--- src/design/sdfd_regs.vh ---
// Behaviour
// - Third word carries first operand and flag half; direct four-lane layout applies.
// - Bit 25 picks one of two flag halves, sixteen flags each.
// - With predication on, predicate mask comes from the selected flag half.
// - With condition modifier on, condition flags go to the selected half.
// - One flag half may be predicate source and condition target together.
// - Vertical step is bits 24:21.
// - Bits 19:16 are swizzle bits 7:4.
// - Bit 15 is the addressing kind.
// - Bits 14:13 are the two-bit source modifier.
// - Bits 12:5 are the eight-bit register index.
// - Bit 4 picks upper or lower sixteen-byte half of register.
// - Bits 3:0 are the four lane enables.
// - Immediate first operand makes all operand fields ignored.
`ifndef SDFD_REGS_VH
`define SDFD_REGS_VH
// Field positions in the third instruction word
`define SDFD_MBZ_HI_MSB 31
`define SDFD_MBZ_HI_LSB 26
`define SDFD_FLAG_HALF_BIT 25
`define SDFD_VSTEP_MSB 24
`define SDFD_VSTEP_LSB 21
`define SDFD_MBZ_MID_BIT 20
`define SDFD_SWZ_MSB 19
`define SDFD_SWZ_LSB 16
`define SDFD_ADDR_KIND_BIT 15
`define SDFD_MOD_MSB 14
`define SDFD_MOD_LSB 13
`define SDFD_REG_MSB 12
`define SDFD_REG_LSB 5
`define SDFD_HALF_OFS_BIT 4
`define SDFD_LANE_MSB 3
`define SDFD_LANE_LSB 0
// Flag register shape
`define SDFD_FLAG_HALF_W 16
// AXI4-Lite register byte offsets
`define SDFD_REG_WORD 8'h00
`define SDFD_REG_CTRL 8'h04
`define SDFD_REG_FIELDS 8'h08
`define SDFD_REG_FLAGS 8'h0C
`define SDFD_REG_STATUS 8'h10
// Control bits
`define SDFD_CTRL_PRED_BIT 0
`define SDFD_CTRL_COND_BIT 1
`define SDFD_CTRL_IMM_BIT 2
`define SDFD_CTRL_DIRECT_BIT 3
`define SDFD_CTRL_FOUR_LANE_ALIGNED_ACCESS_BIT 4
// Reset values
`define SDFD_RST_WORD 32'h0000_0000
`define SDFD_RST_CTRL 5'h18
`define SDFD_RST_FLAGS 32'h0000_0000
`endif

--- src/design/sdfd_field_split.v ---
`timescale 1ns/1ps
`include "sdfd_regs.vh"
module sdfd_field_split (
  // Raw word
  input wire [31:0] i_word,
  input wire i_imm,
  // Fields
  output wire o_flag_half_select,
  output wire [3:0] o_vertical_step,
  output wire [7:4] o_swizzle_hi,
  output wire o_addressing_kind,
  output wire [1:0] o_modifier,
  output wire [7:0] o_register_index,
  output wire o_half_offset,
  output wire [3:0] o_lane_enables,
  output wire o_must_be_zero_err
);
  // Flag half always decoded, operand fields masked when immediate
  assign o_flag_half_select = i_word[`SDFD_FLAG_HALF_BIT];
  assign o_vertical_step = i_imm ? 4'h0 :
    i_word[`SDFD_VSTEP_MSB:`SDFD_VSTEP_LSB];
  assign o_swizzle_hi = i_imm ? 4'h0 :
    i_word[`SDFD_SWZ_MSB:`SDFD_SWZ_LSB];
  assign o_addressing_kind = i_imm ? 1'b0 :
    i_word[`SDFD_ADDR_KIND_BIT];
  assign o_modifier = i_imm ? 2'h0 :
    i_word[`SDFD_MOD_MSB:`SDFD_MOD_LSB];
  assign o_register_index = i_imm ? 8'h00 :
    i_word[`SDFD_REG_MSB:`SDFD_REG_LSB];
  assign o_half_offset = i_imm ? 1'b0 :
    i_word[`SDFD_HALF_OFS_BIT];
  assign o_lane_enables = i_imm ? 4'h0 :
    i_word[`SDFD_LANE_MSB:`SDFD_LANE_LSB];
  // Reserved bits seen nonzero
  assign o_must_be_zero_err =
    (|i_word[`SDFD_MBZ_HI_MSB:`SDFD_MBZ_HI_LSB]) |
    i_word[`SDFD_MBZ_MID_BIT];
endmodule // sdfd_field_split

--- src/design/sdfd_flag_file.v ---
`timescale 1ns/1ps
`include "sdfd_regs.vh"
module sdfd_flag_file #(
  parameter FW = 16
) (
  // Clock and reset
  input wire i_clk,
  input wire i_rst_n,
  // Software write of both halves
  input wire i_sw_we,
  input wire [2*FW-1:0] i_sw_data,
  // Instruction side
  input wire i_sel,
  input wire i_pred_en,
  input wire i_cond_en,
  input wire i_cond_we,
  input wire [FW-1:0] i_cond_flags,
  // Results
  output wire [FW-1:0] o_pred_mask,
  output wire [2*FW-1:0] o_flags
);
  // Per-half storage; condition write beats software write
  genvar g;
  generate
    for (g = 0; g < 2; g = g + 1) begin : g_half
      reg [FW-1:0] half_q;
      always @(posedge i_clk or negedge i_rst_n) begin
        if (!i_rst_n) begin
          half_q <= {FW{1'b0}};
        end else if (i_cond_en && i_cond_we && (i_sel == (g == 1))) begin
          half_q <= i_cond_flags;
        end else if (i_sw_we) begin
          half_q <= i_sw_data[g*FW +: FW];
        end
      end
    end
  endgenerate
  // Predicate read from selected half; all ones when disabled
  assign o_pred_mask = !i_pred_en ? {FW{1'b1}} :
    (i_sel ? g_half[1].half_q : g_half[0].half_q);
  assign o_flags = {g_half[1].half_q, g_half[0].half_q};
endmodule // sdfd_flag_file

--- src/design/sdfd_top.v ---
// Local design decisions: the register offsets and the AXI4-Lite register port.
`timescale 1ns/1ps
`include "sdfd_regs.vh"
module sdfd_top (
  // Clock and reset
  input wire i_clk,
  input wire i_rst_n,
  // Fetch side: third instruction word
  input wire i_word_valid,
  input wire [31:0] i_third_instruction_word,
  input wire i_direct,
  input wire i_four_lane_aligned_access,
  input wire i_src_immediate,
  input wire i_pred_enable,
  input wire i_cond_enable,
  // Condition result from execution
  input wire i_cond_we,
  input wire [15:0] i_cond_flags,
  // Decoded outputs
  output reg o_fields_valid,
  output reg o_flag_half_select,
  output reg [3:0] o_first_operand_vertical_step,
  output reg [7:4] o_first_operand_swizzle,
  output reg o_first_operand_addressing_kind,
  output reg [1:0] o_first_operand_modifier,
  output reg [7:0] o_first_operand_register_index,
  output reg o_first_operand_half_offset,
  output reg [3:0] o_first_operand_lane_enables,
  output reg o_must_be_zero_err,
  output wire [15:0] o_pred_mask,
  // AXI4-Lite write address
  input wire [7:0] s_axi_awaddr,
  input wire s_axi_awvalid,
  output wire s_axi_awready,
  // AXI4-Lite write data
  input wire [31:0] s_axi_wdata,
  input wire [3:0] s_axi_wstrb,
  input wire s_axi_wvalid,
  output wire s_axi_wready,
  // AXI4-Lite write response
  output reg [1:0] s_axi_bresp,
  output reg s_axi_bvalid,
  input wire s_axi_bready,
  // AXI4-Lite read address
  input wire [7:0] s_axi_araddr,
  input wire s_axi_arvalid,
  output wire s_axi_arready,
  // AXI4-Lite read data
  output reg [31:0] s_axi_rdata,
  output reg [1:0] s_axi_rresp,
  output reg s_axi_rvalid,
  input wire s_axi_rready
);
  //////////////////////////////////////////////////////////////////////////
  // Software registers
  reg [31:0] sw_word_q;
  reg [4:0] ctrl_q;
  reg [7:0] awaddr_q;
  reg aw_have_q;
  reg [31:0] wdata_q;
  reg [3:0] wstrb_q;
  reg w_have_q;
  reg sw_kick_q;
  wire wr_go;
  wire flag_we;
  wire [31:0] flag_wdata;
  wire [31:0] flags_all;

  //////////////////////////////////////////////////////////////////////////
  // Word source: fetch pipe, or software word when kicked
  wire use_sw = sw_kick_q;
  wire [31:0] word = use_sw ? sw_word_q : i_third_instruction_word;
  wire direct = use_sw ? ctrl_q[`SDFD_CTRL_DIRECT_BIT] : i_direct;
  wire four_lane_aligned_access = use_sw ? ctrl_q[`SDFD_CTRL_FOUR_LANE_ALIGNED_ACCESS_BIT] :
    i_four_lane_aligned_access;
  wire imm = use_sw ? ctrl_q[`SDFD_CTRL_IMM_BIT] : i_src_immediate;
  wire pred_en = ctrl_q[`SDFD_CTRL_PRED_BIT] | i_pred_enable;
  wire cond_en = ctrl_q[`SDFD_CTRL_COND_BIT] | i_cond_enable;
  // Layout applies only to direct four-lane form
  wire layout_ok = direct & four_lane_aligned_access;
  wire take = (i_word_valid | use_sw) & layout_ok;

  wire f_flag;
  wire [3:0] f_vstep;
  wire [7:4] f_swz;
  wire f_kind;
  wire [1:0] f_mod;
  wire [7:0] f_reg;
  wire f_half;
  wire [3:0] f_lane;
  wire f_err;

  // Field extraction
  sdfd_field_split u_split (
    .i_word(word),
    .i_imm(imm),
    .o_flag_half_select(f_flag),
    .o_vertical_step(f_vstep),
    .o_swizzle_hi(f_swz),
    .o_addressing_kind(f_kind),
    .o_modifier(f_mod),
    .o_register_index(f_reg),
    .o_half_offset(f_half),
    .o_lane_enables(f_lane),
    .o_must_be_zero_err(f_err)
  );

  // Registered parallel field outputs
  always @(posedge i_clk or negedge i_rst_n) begin
    if (!i_rst_n) begin
      o_fields_valid <= 1'b0;
      o_flag_half_select <= 1'b0;
      o_first_operand_vertical_step <= 4'h0;
      o_first_operand_swizzle <= 4'h0;
      o_first_operand_addressing_kind <= 1'b0;
      o_first_operand_modifier <= 2'h0;
      o_first_operand_register_index <= 8'h00;
      o_first_operand_half_offset <= 1'b0;
      o_first_operand_lane_enables <= 4'h0;
      o_must_be_zero_err <= 1'b0;
    end else begin
      o_fields_valid <= take;
      if (take) begin
        o_flag_half_select <= f_flag;
        o_first_operand_vertical_step <= f_vstep;
        o_first_operand_swizzle <= f_swz;
        o_first_operand_addressing_kind <= f_kind;
        o_first_operand_modifier <= f_mod;
        o_first_operand_register_index <= f_reg;
        o_first_operand_half_offset <= f_half;
        o_first_operand_lane_enables <= f_lane;
        o_must_be_zero_err <= f_err;
      end
    end
  end

  //////////////////////////////////////////////////////////////////////////
  // Flag register with predicate read and condition write
  sdfd_flag_file #(
    .FW(`SDFD_FLAG_HALF_W)
  ) u_flags (
    .i_clk(i_clk),
    .i_rst_n(i_rst_n),
    .i_sw_we(flag_we),
    .i_sw_data(flag_wdata),
    .i_sel(o_flag_half_select),
    .i_pred_en(pred_en),
    .i_cond_en(cond_en),
    .i_cond_we(i_cond_we),
    .i_cond_flags(i_cond_flags),
    .o_pred_mask(o_pred_mask),
    .o_flags(flags_all)
  );

  //////////////////////////////////////////////////////////////////////////
  // AXI write: accept address and data in either order
  assign s_axi_awready = !aw_have_q && !s_axi_bvalid;
  assign s_axi_wready = !w_have_q && !s_axi_bvalid;
  assign wr_go = aw_have_q && w_have_q && !s_axi_bvalid;
  assign flag_we = wr_go && (awaddr_q == `SDFD_REG_FLAGS);
  assign flag_wdata = {
    wstrb_q[3] ? wdata_q[31:24] : flags_all[31:24],
    wstrb_q[2] ? wdata_q[23:16] : flags_all[23:16],
    wstrb_q[1] ? wdata_q[15:8] : flags_all[15:8],
    wstrb_q[0] ? wdata_q[7:0] : flags_all[7:0]};

  // Write channel capture and register update
  always @(posedge i_clk or negedge i_rst_n) begin
    if (!i_rst_n) begin
      aw_have_q <= 1'b0;
      w_have_q <= 1'b0;
      awaddr_q <= 8'h00;
      wdata_q <= 32'h0000_0000;
      wstrb_q <= 4'h0;
      s_axi_bvalid <= 1'b0;
      s_axi_bresp <= 2'h0;
      sw_word_q <= `SDFD_RST_WORD;
      ctrl_q <= `SDFD_RST_CTRL;
      sw_kick_q <= 1'b0;
    end else begin
      sw_kick_q <= 1'b0;
      if (s_axi_awvalid && s_axi_awready) begin
        aw_have_q <= 1'b1;
        awaddr_q <= {s_axi_awaddr[7:2], 2'b00};
      end
      if (s_axi_wvalid && s_axi_wready) begin
        w_have_q <= 1'b1;
        wdata_q <= s_axi_wdata;
        wstrb_q <= s_axi_wstrb;
      end
      if (wr_go) begin
        aw_have_q <= 1'b0;
        w_have_q <= 1'b0;
        s_axi_bvalid <= 1'b1;
        s_axi_bresp <= 2'h0;
        case (awaddr_q)
          `SDFD_REG_WORD: begin
            if (wstrb_q[0]) sw_word_q[7:0] <= wdata_q[7:0];
            if (wstrb_q[1]) sw_word_q[15:8] <= wdata_q[15:8];
            if (wstrb_q[2]) sw_word_q[23:16] <= wdata_q[23:16];
            if (wstrb_q[3]) sw_word_q[31:24] <= wdata_q[31:24];
            sw_kick_q <= 1'b1;
          end
          `SDFD_REG_CTRL: begin
            if (wstrb_q[0]) ctrl_q <= wdata_q[4:0];
          end
          `SDFD_REG_FLAGS: begin
          end
          default: begin
            s_axi_bresp <= 2'h2;
          end
        endcase
      end else if (s_axi_bvalid && s_axi_bready) begin
        s_axi_bvalid <= 1'b0;
      end
    end
  end

  //////////////////////////////////////////////////////////////////////////
  // AXI read: one cycle answer
  assign s_axi_arready = !s_axi_rvalid;
  // Read-back of the fields, at the same bit positions as the word
  wire [31:0] fields_rd;
  wire [31:0] status_rd;
  assign fields_rd[`SDFD_MBZ_HI_MSB:`SDFD_MBZ_HI_LSB] = 6'h00;
  assign fields_rd[`SDFD_FLAG_HALF_BIT] = o_flag_half_select;
  assign fields_rd[`SDFD_VSTEP_MSB:`SDFD_VSTEP_LSB] =
    o_first_operand_vertical_step;
  assign fields_rd[`SDFD_MBZ_MID_BIT] = 1'b0;
  assign fields_rd[`SDFD_SWZ_MSB:`SDFD_SWZ_LSB] = o_first_operand_swizzle;
  assign fields_rd[`SDFD_ADDR_KIND_BIT] = o_first_operand_addressing_kind;
  assign fields_rd[`SDFD_MOD_MSB:`SDFD_MOD_LSB] = o_first_operand_modifier;
  assign fields_rd[`SDFD_REG_MSB:`SDFD_REG_LSB] =
    o_first_operand_register_index;
  assign fields_rd[`SDFD_HALF_OFS_BIT] = o_first_operand_half_offset;
  assign fields_rd[`SDFD_LANE_MSB:`SDFD_LANE_LSB] =
    o_first_operand_lane_enables;
  // Status: predicate mask, reserved-bit error, decode pulse
  assign status_rd = {14'h0000, o_pred_mask, o_must_be_zero_err,
    o_fields_valid};
  always @(posedge i_clk or negedge i_rst_n) begin
    if (!i_rst_n) begin
      s_axi_rvalid <= 1'b0;
      s_axi_rdata <= 32'h0000_0000;
      s_axi_rresp <= 2'h0;
    end else if (s_axi_arvalid && s_axi_arready) begin
      s_axi_rvalid <= 1'b1;
      s_axi_rresp <= 2'h0;
      case ({s_axi_araddr[7:2], 2'b00})
        `SDFD_REG_WORD: s_axi_rdata <= sw_word_q;
        `SDFD_REG_CTRL: s_axi_rdata <= {27'h000_0000, ctrl_q};
        `SDFD_REG_FIELDS: s_axi_rdata <= fields_rd;
        `SDFD_REG_FLAGS: s_axi_rdata <= flags_all;
        `SDFD_REG_STATUS: s_axi_rdata <= status_rd;
        default: begin
          s_axi_rdata <= 32'h0000_0000;
          s_axi_rresp <= 2'h2;
        end
      endcase
    end else if (s_axi_rvalid && s_axi_rready) begin
      s_axi_rvalid <= 1'b0;
    end
  end
endmodule // sdfd_top

--- config.mk ---
export PLATFORM = sky130hd
export DESIGN_NAME = sdfd_top
export DESIGN_NICKNAME = d
export VERILOG_FILES = /design/src/design/sdfd_field_split.v /design/src/design/sdfd_flag_file.v /design/src/design/sdfd_top.v
export VERILOG_INCLUDE_DIRS = /design/src /design/src/design
export SDC_FILE = /design/constraint.sdc
export NUM_CORES = 1
export LEC_CHECK = 0
export ABC_AREA = 1
export BUFFER_PORTS_ARGS = -buffer_cell sky130_fd_sc_hd__buf_2
export CAP_MARGIN = 20
export CORE_AREA = 2 2 144 146
export CTS_BUF_LIST = sky130_fd_sc_hd__clkbuf_8
export DETAILED_ROUTE_END_ITERATION = 8
export DIE_AREA = 0 0 146 148
export PLACE_DENSITY = 0.73
export RECOVER_POWER = 100
export SYNTH_ARGS = -nofsm -noshare
export SYNTH_HDL_FRONTEND = slang
export SYNTH_SLANG_ARGS = --single-unit
--- constraint.sdc ---
create_clock -name i_clk -period 1.3 [get_ports i_clk]
set_input_delay 0.26 -clock i_clk [delete_from_list [all_inputs] [get_ports i_clk]]
set_output_delay 0.26 -clock i_clk [all_outputs]
set_load 0.1 [all_outputs]
==> results.sh, run 1 <==
export IMPL_total_cts_buffers=17
export IMPL_gp_congestion=0.9303
export IMPL_fmax_mhz=523.2
export IMPL_power_static_leakage_nw=7.587
export IMPL_layout_common_cells="nand2_1, dfrtp_1, buf_12"
export IMPL_path_class="reg2out"
export IMPL_final_cell_count_no_fill=1736
export IMPL_dieArea_mm2=0.02161
export IMPL_routed_wl_mm=41.67
export IMPL_part_of_the_total_power_dissipated_in_sequential_elements_pct=33.3
export IMPL_grt_ovfl_total=0
export IMPL_syn_avg_cell_area_um2=8.177
export IMPL_synth_yosys_seq_area_share_pct=49.95
export IMPL_cp_required_ns=1.04
export IMPL_period_share_pct=147.0
export IMPL_finish_net_count=1567
export IMPL_netlist_instances=1085
export IMPL_drc_errors=0
export IMPL_grt_pass1_vias=9765
export IMPL_core_mm2=0.02004
export IMPL_post_route_min_period_ns=1.911
export IMPL_final_hold_violation_count=7
export IMPL_rsz0062_at_grt="true"
export IMPL_power_ir_vdd_worst_uv=2280
export IMPL_p_per_area_mw_per_mm2=1857
export IMPL_hpwlAfterDp_mm=22.83
export IMPL_fillerInstances=1122
export IMPL_antenna_violating_nets_remaining=0
export IMPL_sw_ratio_pct=46.75
export IMPL_cts_htree_levels=4
export IMPL_track_usage_pct=32.85
export IMPL_totalPowerFinal_w=0.02908
export IMPL_die_height_um=148
export IMPL_combPwrFrac_pct=50.8
export IMPL_boundaryPins=198
export IMPL_detailedRoute_firstIterationViolations=1530
export IMPL_timing_final_ws_setup_ns=-0.6115
export IMPL_violations="hold timing, setup timing"
export IMPL_power_net_switching_w=0.01360
export IMPL_route_vias_total=10659
export IMPL_firstDrtPassIters=6
export IMPL_setup_viol_count_final=256
export IMPL_numPortBuffers=191
export IMPL_start_util_pct=44.27
export IMPL_ctsLongestPathBuffers=2
export IMPL_power_internal_w=0.01548
export IMPL_timing_max_cap_violations=0
export IMPL_ys_warn_count=0
export IMPL_placed_cells_incl_taps=1570
export IMPL_core_rowCount=52
export IMPL_clk_pin_slew_ns=0.10
export IMPL_grt_antenna_before_repair=0
export IMPL_hold_worst_slack_ns=-0.01454
export IMPL_synthesis_area_mm2=0.008872
export IMPL_worst_slew_pin_transition_ns=0.8658
export IMPL_clk_skew_ns=0.03121
export IMPL_crit_path_start_kind="flop"
export IMPL_tritoncts_sink_count=177
export IMPL_worst_skew_pair_late_latency_ns=0.53
export IMPL_holdCritPathClass="in2reg"
export IMPL_syn_to_final_growth_pct=76.48
export IMPL_run_status="finished with violations"
export IMPL_antenna_cells=0
export IMPL_grt_first_pass_wirelength_mm=54.79
export IMPL_ys_types=33
export IMPL_final_cell_area_mm2=0.01566
export IMPL_cts_tree="built"
export IMPL_grt_max_degree=45
export IMPL_floorplan_die_width_um=146
export IMPL_worst_path_max_fanout=5
export IMPL_routed_wire_length_per_instance_um=24.00
export IMPL_placement_cell_area_mm2=0.01237
export IMPL_slew_headroom_pct=42.28
export IMPL_worst_endpoint_arrival_ns=1.65
export IMPL_pwr_share_clk_pct=15.9
export IMPL_clockRootBuffer="clkbuf_8"
export IMPL_layout_drive_gt1_share_pct=52.05
export IMPL_avgViaCountPerCell=6.140
export IMPL_ys_ff_latch=177
export IMPL_mostFrequentLayoutCell="nand2_1"
export IMPL_crit_path_end_kind="primary output"
export IMPL_timing_final_max_slew_violations=0
[layer usage]
metal | up-vias | wire [µm] | track usage, % | share of wire, %
li1 | 4337 | - | - | -
met1 | 5065 | 14000 | 41.74 | 34
met2 | 965 | 19240 | 52.90 | 46
met3 | 292 | 5044 | 6.698 | 12
met4 | 0 | 3384 | 18.25 | 8.1
met5 | - | 0 | 0 | 0
[layout make-up]
cell class / instances / area [µm²] / area share, %
inverter: 56 / 256.5 / 1.638
sequential: 177 / 4463 / 28.50
clock buffer: 17 / 234.0 / 1.494
tap: 270 / 337.8 / 2.158
timing repair inverter: 1 / 11.26 / 0.07192
multi-input combinational: 793 / 5499 / 35.12
clock inverter: 15 / 230.2 / 1.470
timing repair buffer: 407 / 4626 / 29.54
[worst max-delay path: stages, from the launching register on]
cell and delay (ns):
dfrtp_4 0.55, buf_4 0.21, nand2_4 0.08, nand3_4 0.11, buf_12 0.19
[flip-flops by register name, summed over array words and instances, names as in the netlist, 2 cells and up]
| register | cells |
|---|---|
| awaddr_q | 6 |
| ctrl_q | 5 |
| o_first_operand_lane_enables | 4 |
| o_first_operand_modifier | 2 |
| o_first_operand_register_index | 8 |
| o_first_operand_swizzle | 4 |
| o_first_operand_vertical_step | 4 |
| s_axi_rdata | 32 |
| sw_word_q | 32 |
| u_flags.g_half.half_q | 32 |
| wdata_q | 32 |
| wstrb_q | 4 |
[cell usage after synthesis, drive strengths merged]
| library cell | count | share of area (%) |
|---|---|---|
| nor3 | 2 | 0.11 |
| clkbuf | 21 | 0.89 |
| a21oi | 20 | 1.1 |
| nand4 | 40 | 2.9 |
| o21ai | 90 | 5.1 |
| or2 | 21 | 1.5 |
| inv | 56 | 2.4 |
| a31oi | 1 | 0.071 |
| nor2 | 58 | 3.2 |
| mux2 | 30 | 3.8 |
| a41oi | 1 | 0.099 |
| o211ai | 24 | 2.0 |
| conb | 1 | 0.042 |
| nand3 | 130 | 7.5 |
| buf | 43 | 3.2 |
| nand2 | 369 | 16 |
| dfrtp | 175 | 49 |
| dfstp | 2 | 0.59 |
| nor3b | 1 | 0.21 |
[cell families after synthesis]
family / count (synthesis) / share of synthesized area (%)
AO/OA/AOI/OAI: 136 / 8.447
buffers and inverters: 120 / 6.473
flip-flops: 177 / 49.95
multiplexers: 30 / 3.808
other: 1 / 0.04227
AND/OR/NAND/NOR: 621 / 31.28
[what timing repair did]
action / in CTS / in global routing
endpoints found under the hold margin: 142 / 3
pin swaps: 35 / 80
resized for setup: 192 / 256
buffers inserted: 71 / 34
endpoints found under the setup margin: 234 / 256
gates cloned: 19 / 8
hold buffers: 16 / 3
[power groups by stage]
stage          clock network [W]  logic (W)  registers (W)
2_1_floorplan                  0    0.00562        0.00995
3_3_place_gp                   0     0.0108        0.00912
3_5_place_dp                   0     0.0110        0.00919
4_1_cts                  0.00446     0.0131        0.00915
5_1_grt                  0.00486     0.0153        0.00970
6_report                 0.00464     0.0148        0.00968
[stage by stage]
stage                     TNS, ns  setup WS [ns]  utilization, %
final                      -60.71        -0.6115           78.13
after global routing       -69.35        -0.6226           78.13
after CTS                  -54.50        -0.5753           72.99
after detailed placement   -21.51        -0.2622           61.75
after global placement     -17.68        -0.2089           61.75
after floorplan            -62.37        -0.7132               -
[worst paths after layout]
path	slack (ns)	end	depth (start not counted)	startpoint
worst max-delay path	-0.61	o_pred_mask[0]	4	o_flag_half_select
worst min-delay path	-0.01	wdata_q[13]	2	s_axi_wdata[13]
worst max register to register	-0.51	u_flags.g_half[0].half_q[5]	9	s_axi_bvalid
worst min register to register	0.52	ctrl_q[3]	2	ctrl_q[3]
max in group asynchronous	0.09	s_axi_rvalid	3	i_rst_n
min in group asynchronous	0.39	o_first_operand_swizzle[7]	2	i_rst_n
Power figures use the tool's default switching activity.
==> run 2: changes to the inputs <==
MAX_ROUTING_LAYER = met4   (was unset)
==> run 2 against run 1 <==
The run ends with setup timing left. Core utilization is 1.9 points lower. Sequential share of layout area rose by 0.70 points. Critical path depth is the same. Non-clock buffer count is 12 lower. Final cell count fell by 0.69%. Count of clock-buffer cells in the layout is 1 higher. Register-to-register slack lost 0.06 ns. Critical path type unchanged. Clock skew decreased by 0.017 ns. Sequential power decreased by 1%. First-iteration DRC count shrank 20%. Power is 3.1% lower. Die area did not move.
==> results.sh, run 2 (synthesis results as in run 1) <==
export IMPL_run_status="finished with violations"
export IMPL_violations="setup timing"
export IMPL_timing_final_max_slew_violations=0
export IMPL_crit_path_frequent_cell="buf_12"
export IMPL_timing_max_cap_violations=0
export IMPL_holdCritPathClass="in2reg"
export IMPL_grt_antenna_before_repair=0
export IMPL_crit_path_max_incr_delay_ns=0.55
export IMPL_antenna_cells=0
export IMPL_floorplan_die_width_um=146
export IMPL_placed_cells_incl_taps=1571
export IMPL_firstDrtPassIters=8
export IMPL_final_hold_violation_count=0
export IMPL_crit_path_end_kind="primary output"
export IMPL_grt_ovfl_total=0
export IMPL_post_route_min_period_ns=1.897
export IMPL_grt_max_degree=43
export IMPL_clk_pin_slew_ns=0.10
export IMPL_placement_cell_area_mm2=0.01241
export IMPL_hold_worst_slack_ns=0.003248
export IMPL_rrSetupSlack_ns=-0.57
export IMPL_mostFrequentLayoutCell="nand2_1"
export IMPL_fillerInstances=1207
export IMPL_power_ir_vdd_worst_uv=2612
export IMPL_hold_path_startpoint="s_axi_awaddr[6]"
export IMPL_met2_wirelength_mm=18.54
export IMPL_fmax_mhz=527.1
export IMPL_power_static_leakage_nw=7.381
export IMPL_slew_headroom_pct=25.07
export IMPL_total_cts_buffers=17
export IMPL_track_usage_pct=33.11
export IMPL_start_util_pct=44.27
export IMPL_drc_errors=0
export IMPL_gp_congestion=0.9424
export IMPL_grt_pass1_vias=9499
export IMPL_core_rowCount=52
export IMPL_cts_htree_levels=4
export IMPL_layout_drive_gt1_share_pct=49.31
export IMPL_cp_required_ns=1.04
export IMPL_syn_to_final_growth_pct=72.10
export IMPL_tritoncts_sink_count=177
export IMPL_final_cell_area_mm2=0.01527
export IMPL_reg2reg_to="ctrl_q[0]"
export IMPL_timing_final_ws_setup_ns=-0.5973
export IMPL_critPathSlowestCell="dfrtp_4"
export IMPL_worst_path_max_fanout=17
export IMPL_avgViaCountPerCell=5.955
export IMPL_path_class="reg2out"
export IMPL_cp_delay_by_family_top="flip-flops"
export IMPL_clk_skew_ns=0.01460
export IMPL_timing_hold_worst_endpoint="awaddr_q[6]"
export IMPL_setup_viol_count_final=280
export IMPL_dieArea_mm2=0.02161
export IMPL_p_per_area_mw_per_mm2=1844
export IMPL_worst_slew_pin_transition_ns=1.124
export IMPL_rsz0062_at_grt="true"
export IMPL_worst_endpoint_arrival_ns=1.64
export IMPL_boundaryPins=198
export IMPL_grt_first_pass_wirelength_mm=53.29
export IMPL_detailedRoute_firstIterationViolations=1228
export IMPL_hpwlAfterDp_mm=23.03
export IMPL_tns_ns=-67.72
export IMPL_final_cell_count_no_fill=1724
export IMPL_route_vias_total=10266
export IMPL_crit_path_buf_inv_count=2
export IMPL_route_top_layer_used="met4"
export IMPL_ctsLongestPathBuffers=2
export IMPL_core_mm2=0.02004
export IMPL_clockRootBuffer="clkbuf_8"
export IMPL_rr_startpoint="s_axi_bvalid"
export IMPL_routed_wire_length_per_instance_um=22.60
export IMPL_antenna_violating_nets_remaining=0
export IMPL_met1_length_mm=13.58
export IMPL_numPortBuffers=191
export IMPL_routed_wl_mm=38.97
export IMPL_cts_tree="built"
export IMPL_crit_path_start_kind="flop"
export IMPL_die_height_um=148
export IMPL_r2r_cells=9
export IMPL_timing_hold_worst_path_depth=2
export IMPL_period_share_pct=145.9
export IMPL_worst_skew_pair_late_latency_ns=0.50
export IMPL_layout_common_cells="nand2_1, dfrtp_1, buf_12"
export IMPL_finish_net_count=1555
export IMPL_path_cells="buf_12 > nand2_4 > nand3_4 > buf_12"
export IMPL_detailroute_wirelength_met3_mm=3.947
-- run 2: timing repair --
| item | 4_1_cts | 5_1_grt |
|---|---|---|
| hold buffers | 23 | 0 |
| resized for setup | 151 | 231 |
| pin swaps | 18 | 71 |
| endpoints found under the setup margin | 231 | 256 |
| endpoints found under the hold margin | 53 | 0 |
| setup buffers | 42 | 45 |
| cloned | 16 | 6 |
-- run 2: area by class of cell --
| class | instances | area (µm²) | share of cell area [%] |
|---|---|---|---|
| multi-input combinational | 793 | 5308 | 34.76 |
| timing repair buffer | 395 | 4509 | 29.53 |
| sequential | 177 | 4459 | 29.20 |
| tap | 270 | 337.8 | 2.212 |
| inverter | 56 | 249.0 | 1.631 |
| clock buffer | 18 | 247.7 | 1.622 |
| clock inverter | 14 | 152.6 | 0.9997 |
| timing repair inverter | 1 | 6.256 | 0.04097 |
-- run 2: stage by stage --
| step | setup WS [ns] | power, W | util [%] |
|---|---|---|---|
| 3_3_place_gp | -0.2304 | 0.01995 | 61.91 |
| 6_report | -0.5973 | 0.02816 | 76.20 |
| 4_1_cts | -0.6190 | 0.02593 | 70.86 |
| 5_1_grt | -0.6328 | 0.02894 | 76.20 |
| 2_1_floorplan | -0.7132 | 0.01556 | - |
| 3_5_place_dp | -0.2889 | 0.02027 | 61.91 |
-- run 2: report_power, final --
part	switching [W]	internal [W]
sequential	0.00236	0.00718
combinational	0.00861	0.00598
clock	0.00225	0.00179
total	0.0132	0.0149
-- run 2: how the worst max path moves through the flow --
stage                      endpoint  depth (start not counted)  slack [ns]          startpoint
floorplan               wdata_q[24]                          5       -0.71        s_axi_bvalid
global placement      sw_word_q[27]                          7       -0.23        s_axi_bvalid
detailed placement    sw_word_q[31]                          7       -0.29        s_axi_bvalid
CTS                 o_pred_mask[13]                          5       -0.62  o_flag_half_select
global route         o_pred_mask[0]                          4       -0.63  o_flag_half_select
finish               o_pred_mask[2]                          4       -0.60  o_flag_half_select
-- run 2: metal layers --
layer	vias up	track usage, %
li1	4314	-
met1	4895	40.96
met2	807	51.84
met3	250	6.389
met4	0	17.67
met5	-	-
-- run 2: worst register-to-register path, stage by stage, from the launching register on --
cell	delay (ns)
dfrtp_4	0.50
buf_6	0.12
inv_4	0.05
nand3_2	0.16
buf_6	0.20
nor2_4	0.11
buf_12	0.15
nand4_4	0.18
nand2_1	0.16
o21ai_1	0.11
==> run 3: changes to the inputs <==
CORE_AREA = 2 2 202 105   (was 2 2 144 146)
DIE_AREA = 0 0 204 107   (was 0 0 146 148)
SLEW_MARGIN = 30   (was unset)
==> run 3 against run 2 <==
The run ends with hold timing, setup timing left. Die area increased by 1.0%. Register-to-register slack about the same. Global-route usage increased by 3.9 points. Critical path depth unchanged. Sequential power increased by 3.1%. Non-clock buffer count increased by 47. Routed wire length increased by 6.7%.
==> results.sh, run 3 (synthesis results as in run 1) <==
export IMPL_violations="hold timing, setup timing"
export IMPL_track_usage_pct=36.98
export IMPL_use_met1_pct=50.67
export IMPL_start_util_pct=44.16
export IMPL_firstDrtPassIters=6
export IMPL_final_hold_violation_count=1
export IMPL_antenna_cells=0
export IMPL_run_status="finished with violations"
export IMPL_clk_skew_ns=0.01935
export IMPL_rsz0062_at_grt="true"
export IMPL_timing_final_max_slew_violations=0
export IMPL_holdCritPathClass="in2reg"
export IMPL_fmax_mhz=524.7
export IMPL_grt_max_degree=42
export IMPL_timing_final_ws_setup_ns=-0.6058
export IMPL_core_rowCount=37
export IMPL_antenna_violating_nets_remaining=0
export IMPL_clk_pin_slew_ns=0.12
export IMPL_grt_use_met2_pct=51.87
export IMPL_detailedRoute_firstIterationViolations=1223
export IMPL_hpwlAfterDp_mm=26.19
export IMPL_power_ir_vdd_worst_uv=2048
export IMPL_power_static_leakage_nw=7.808
export IMPL_cts_htree_levels=4
export IMPL_routed_wl_mm=41.56
export IMPL_top_usage_layer_grt="met2"
export IMPL_p_per_area_mw_per_mm2=1818
export IMPL_route_vias_total=10439
export IMPL_syn_to_final_growth_pct=80.55
export IMPL_fillerInstances=1209
export IMPL_cts_tree="built"
export IMPL_grt_ovfl_total=0
export IMPL_cp_required_ns=1.04
export IMPL_core_mm2=0.02009
export IMPL_hold_worst_slack_ns=-0.008192
export IMPL_mostFrequentLayoutCell="nand2_1"
export IMPL_gp_congestion=1.058
export IMPL_tritoncts_sink_count=177
export IMPL_grt_pass1_vias=9889
export IMPL_layout_common_cells="nand2_1, dfrtp_1, buf_4"
export IMPL_floorplan_die_width_um=204
export IMPL_totalPowerFinal_w=0.02913
export IMPL_routed_wire_length_per_instance_um=23.44
export IMPL_finish_net_count=1601
export IMPL_post_route_min_period_ns=1.906
export IMPL_slew_headroom_pct=21.22
export IMPL_setup_viol_count_final=332
export IMPL_worst_slew_pin_transition_ns=1.182
export IMPL_grt_antenna_before_repair=0
export IMPL_drc_errors=0
export IMPL_placement_setup_worst_slack_ns=-0.2895
export IMPL_timing_max_cap_violations=0
export IMPL_dieArea_mm2=0.02183
export IMPL_grt_first_pass_wirelength_mm=58.39
export IMPL_grt_util_met3_pct=14.16
export IMPL_die_height_um=107
export IMPL_boundaryPins=198
export IMPL_ctsLongestPathBuffers=2
export IMPL_clockRootBuffer="clkbuf_8"
export IMPL_period_share_pct=146.6
export IMPL_avgViaCountPerCell=5.888
export IMPL_layout_drive_gt1_share_pct=56.20
export IMPL_worst_path_max_fanout=18
export IMPL_crit_path_end_kind="primary output"
export IMPL_total_cts_buffers=17
export IMPL_crit_path_start_kind="flop"
export IMPL_worst_skew_pair_late_latency_ns=0.49
export IMPL_numPortBuffers=191
export IMPL_path_class="reg2out"
export IMPL_worst_endpoint_arrival_ns=1.65
-- run 3: changes by cell type in the layout (fill, tap and decap cells not counted), moves of 17 or more --
cell	delta
buf_4	+47
nand2_4	+23
nand3_1	-23
nand3_2	+17
nand2_1	-46
nand2_2	+26
-- run 3: metal layers --
layer	vias up	share of wire, %	wire (µm)
li1	4419	-	-
met3	135	15	6088
met2	845	43	17950
met5	-	0	0
met4	0	2.8	1170
met1	5040	39	16360
-- run 3: layout make-up --
type,instances,area (µm²),area share [%]
multi-input cells,793,5677,35.44
inverters,56,246.5,1.539
flip-flops and latches,177,4456,27.81
repair buffers,442,4918,30.70
clock buffers,17,234.0,1.461
clock inverters,15,146.4,0.9138
well taps,273,341.6,2.132
-- run 3: worst max-delay path, cell delays in order, from the launching register on --
cell,delay (ns)
dfrtp_4,0.54
buf_12,0.20
nand2_2,0.12
nand3_4,0.10
buf_12,0.18
-- run 3: report_power, final --
part	total [W]	internal, W	switching [W]
registers	0.00984	0.00717	0.00267
logic	0.0154	0.00646	0.00892
clock network	0.00390	0.00142	0.00248
-- run 3: what timing repair did --
item	in CTS	in global routing
pin swaps	55	58
gates cloned	20	7
hold buffers	7	1
buffers inserted	79	40
endpoints found under the setup margin	214	257
endpoints found under the hold margin	32	1
resized for setup	250	233
-- run 3: path summary, 6_finish.rpt --
kind                                     from                               to  slack, ns  depth (start not counted)
setup / recovery           o_flag_half_select                  o_pred_mask[13]      -0.61                          4
hold / removal                s_axi_wdata[23]                      wdata_q[23]     -0.008                          2
setup reg to reg           o_flag_half_select      u_flags.g_half[0].half_q[3]      -0.58                         11
hold reg to reg                     ctrl_q[4]                        ctrl_q[4]       0.50                          2
max in group asynchronous             i_rst_n                     s_axi_bvalid      -0.12                          2
min in group asynchronous             i_rst_n  o_first_operand_lane_enables[2]       0.54                          2
-- run 3: stage by stage --
stage	instance area [µm²]	util [%]	setup TNS, ns	std cells
2_1_floorplan	9480	-	-62.37	1086
3_3_place_gp	12570	62.55	-13.63	1600
3_5_place_dp	12570	62.55	-16.70	1600
4_1_cts	14850	73.93	-51.21	1738
5_1_grt	16020	79.73	-85.87	1773
6_report	16020	79.73	-58.28	1773
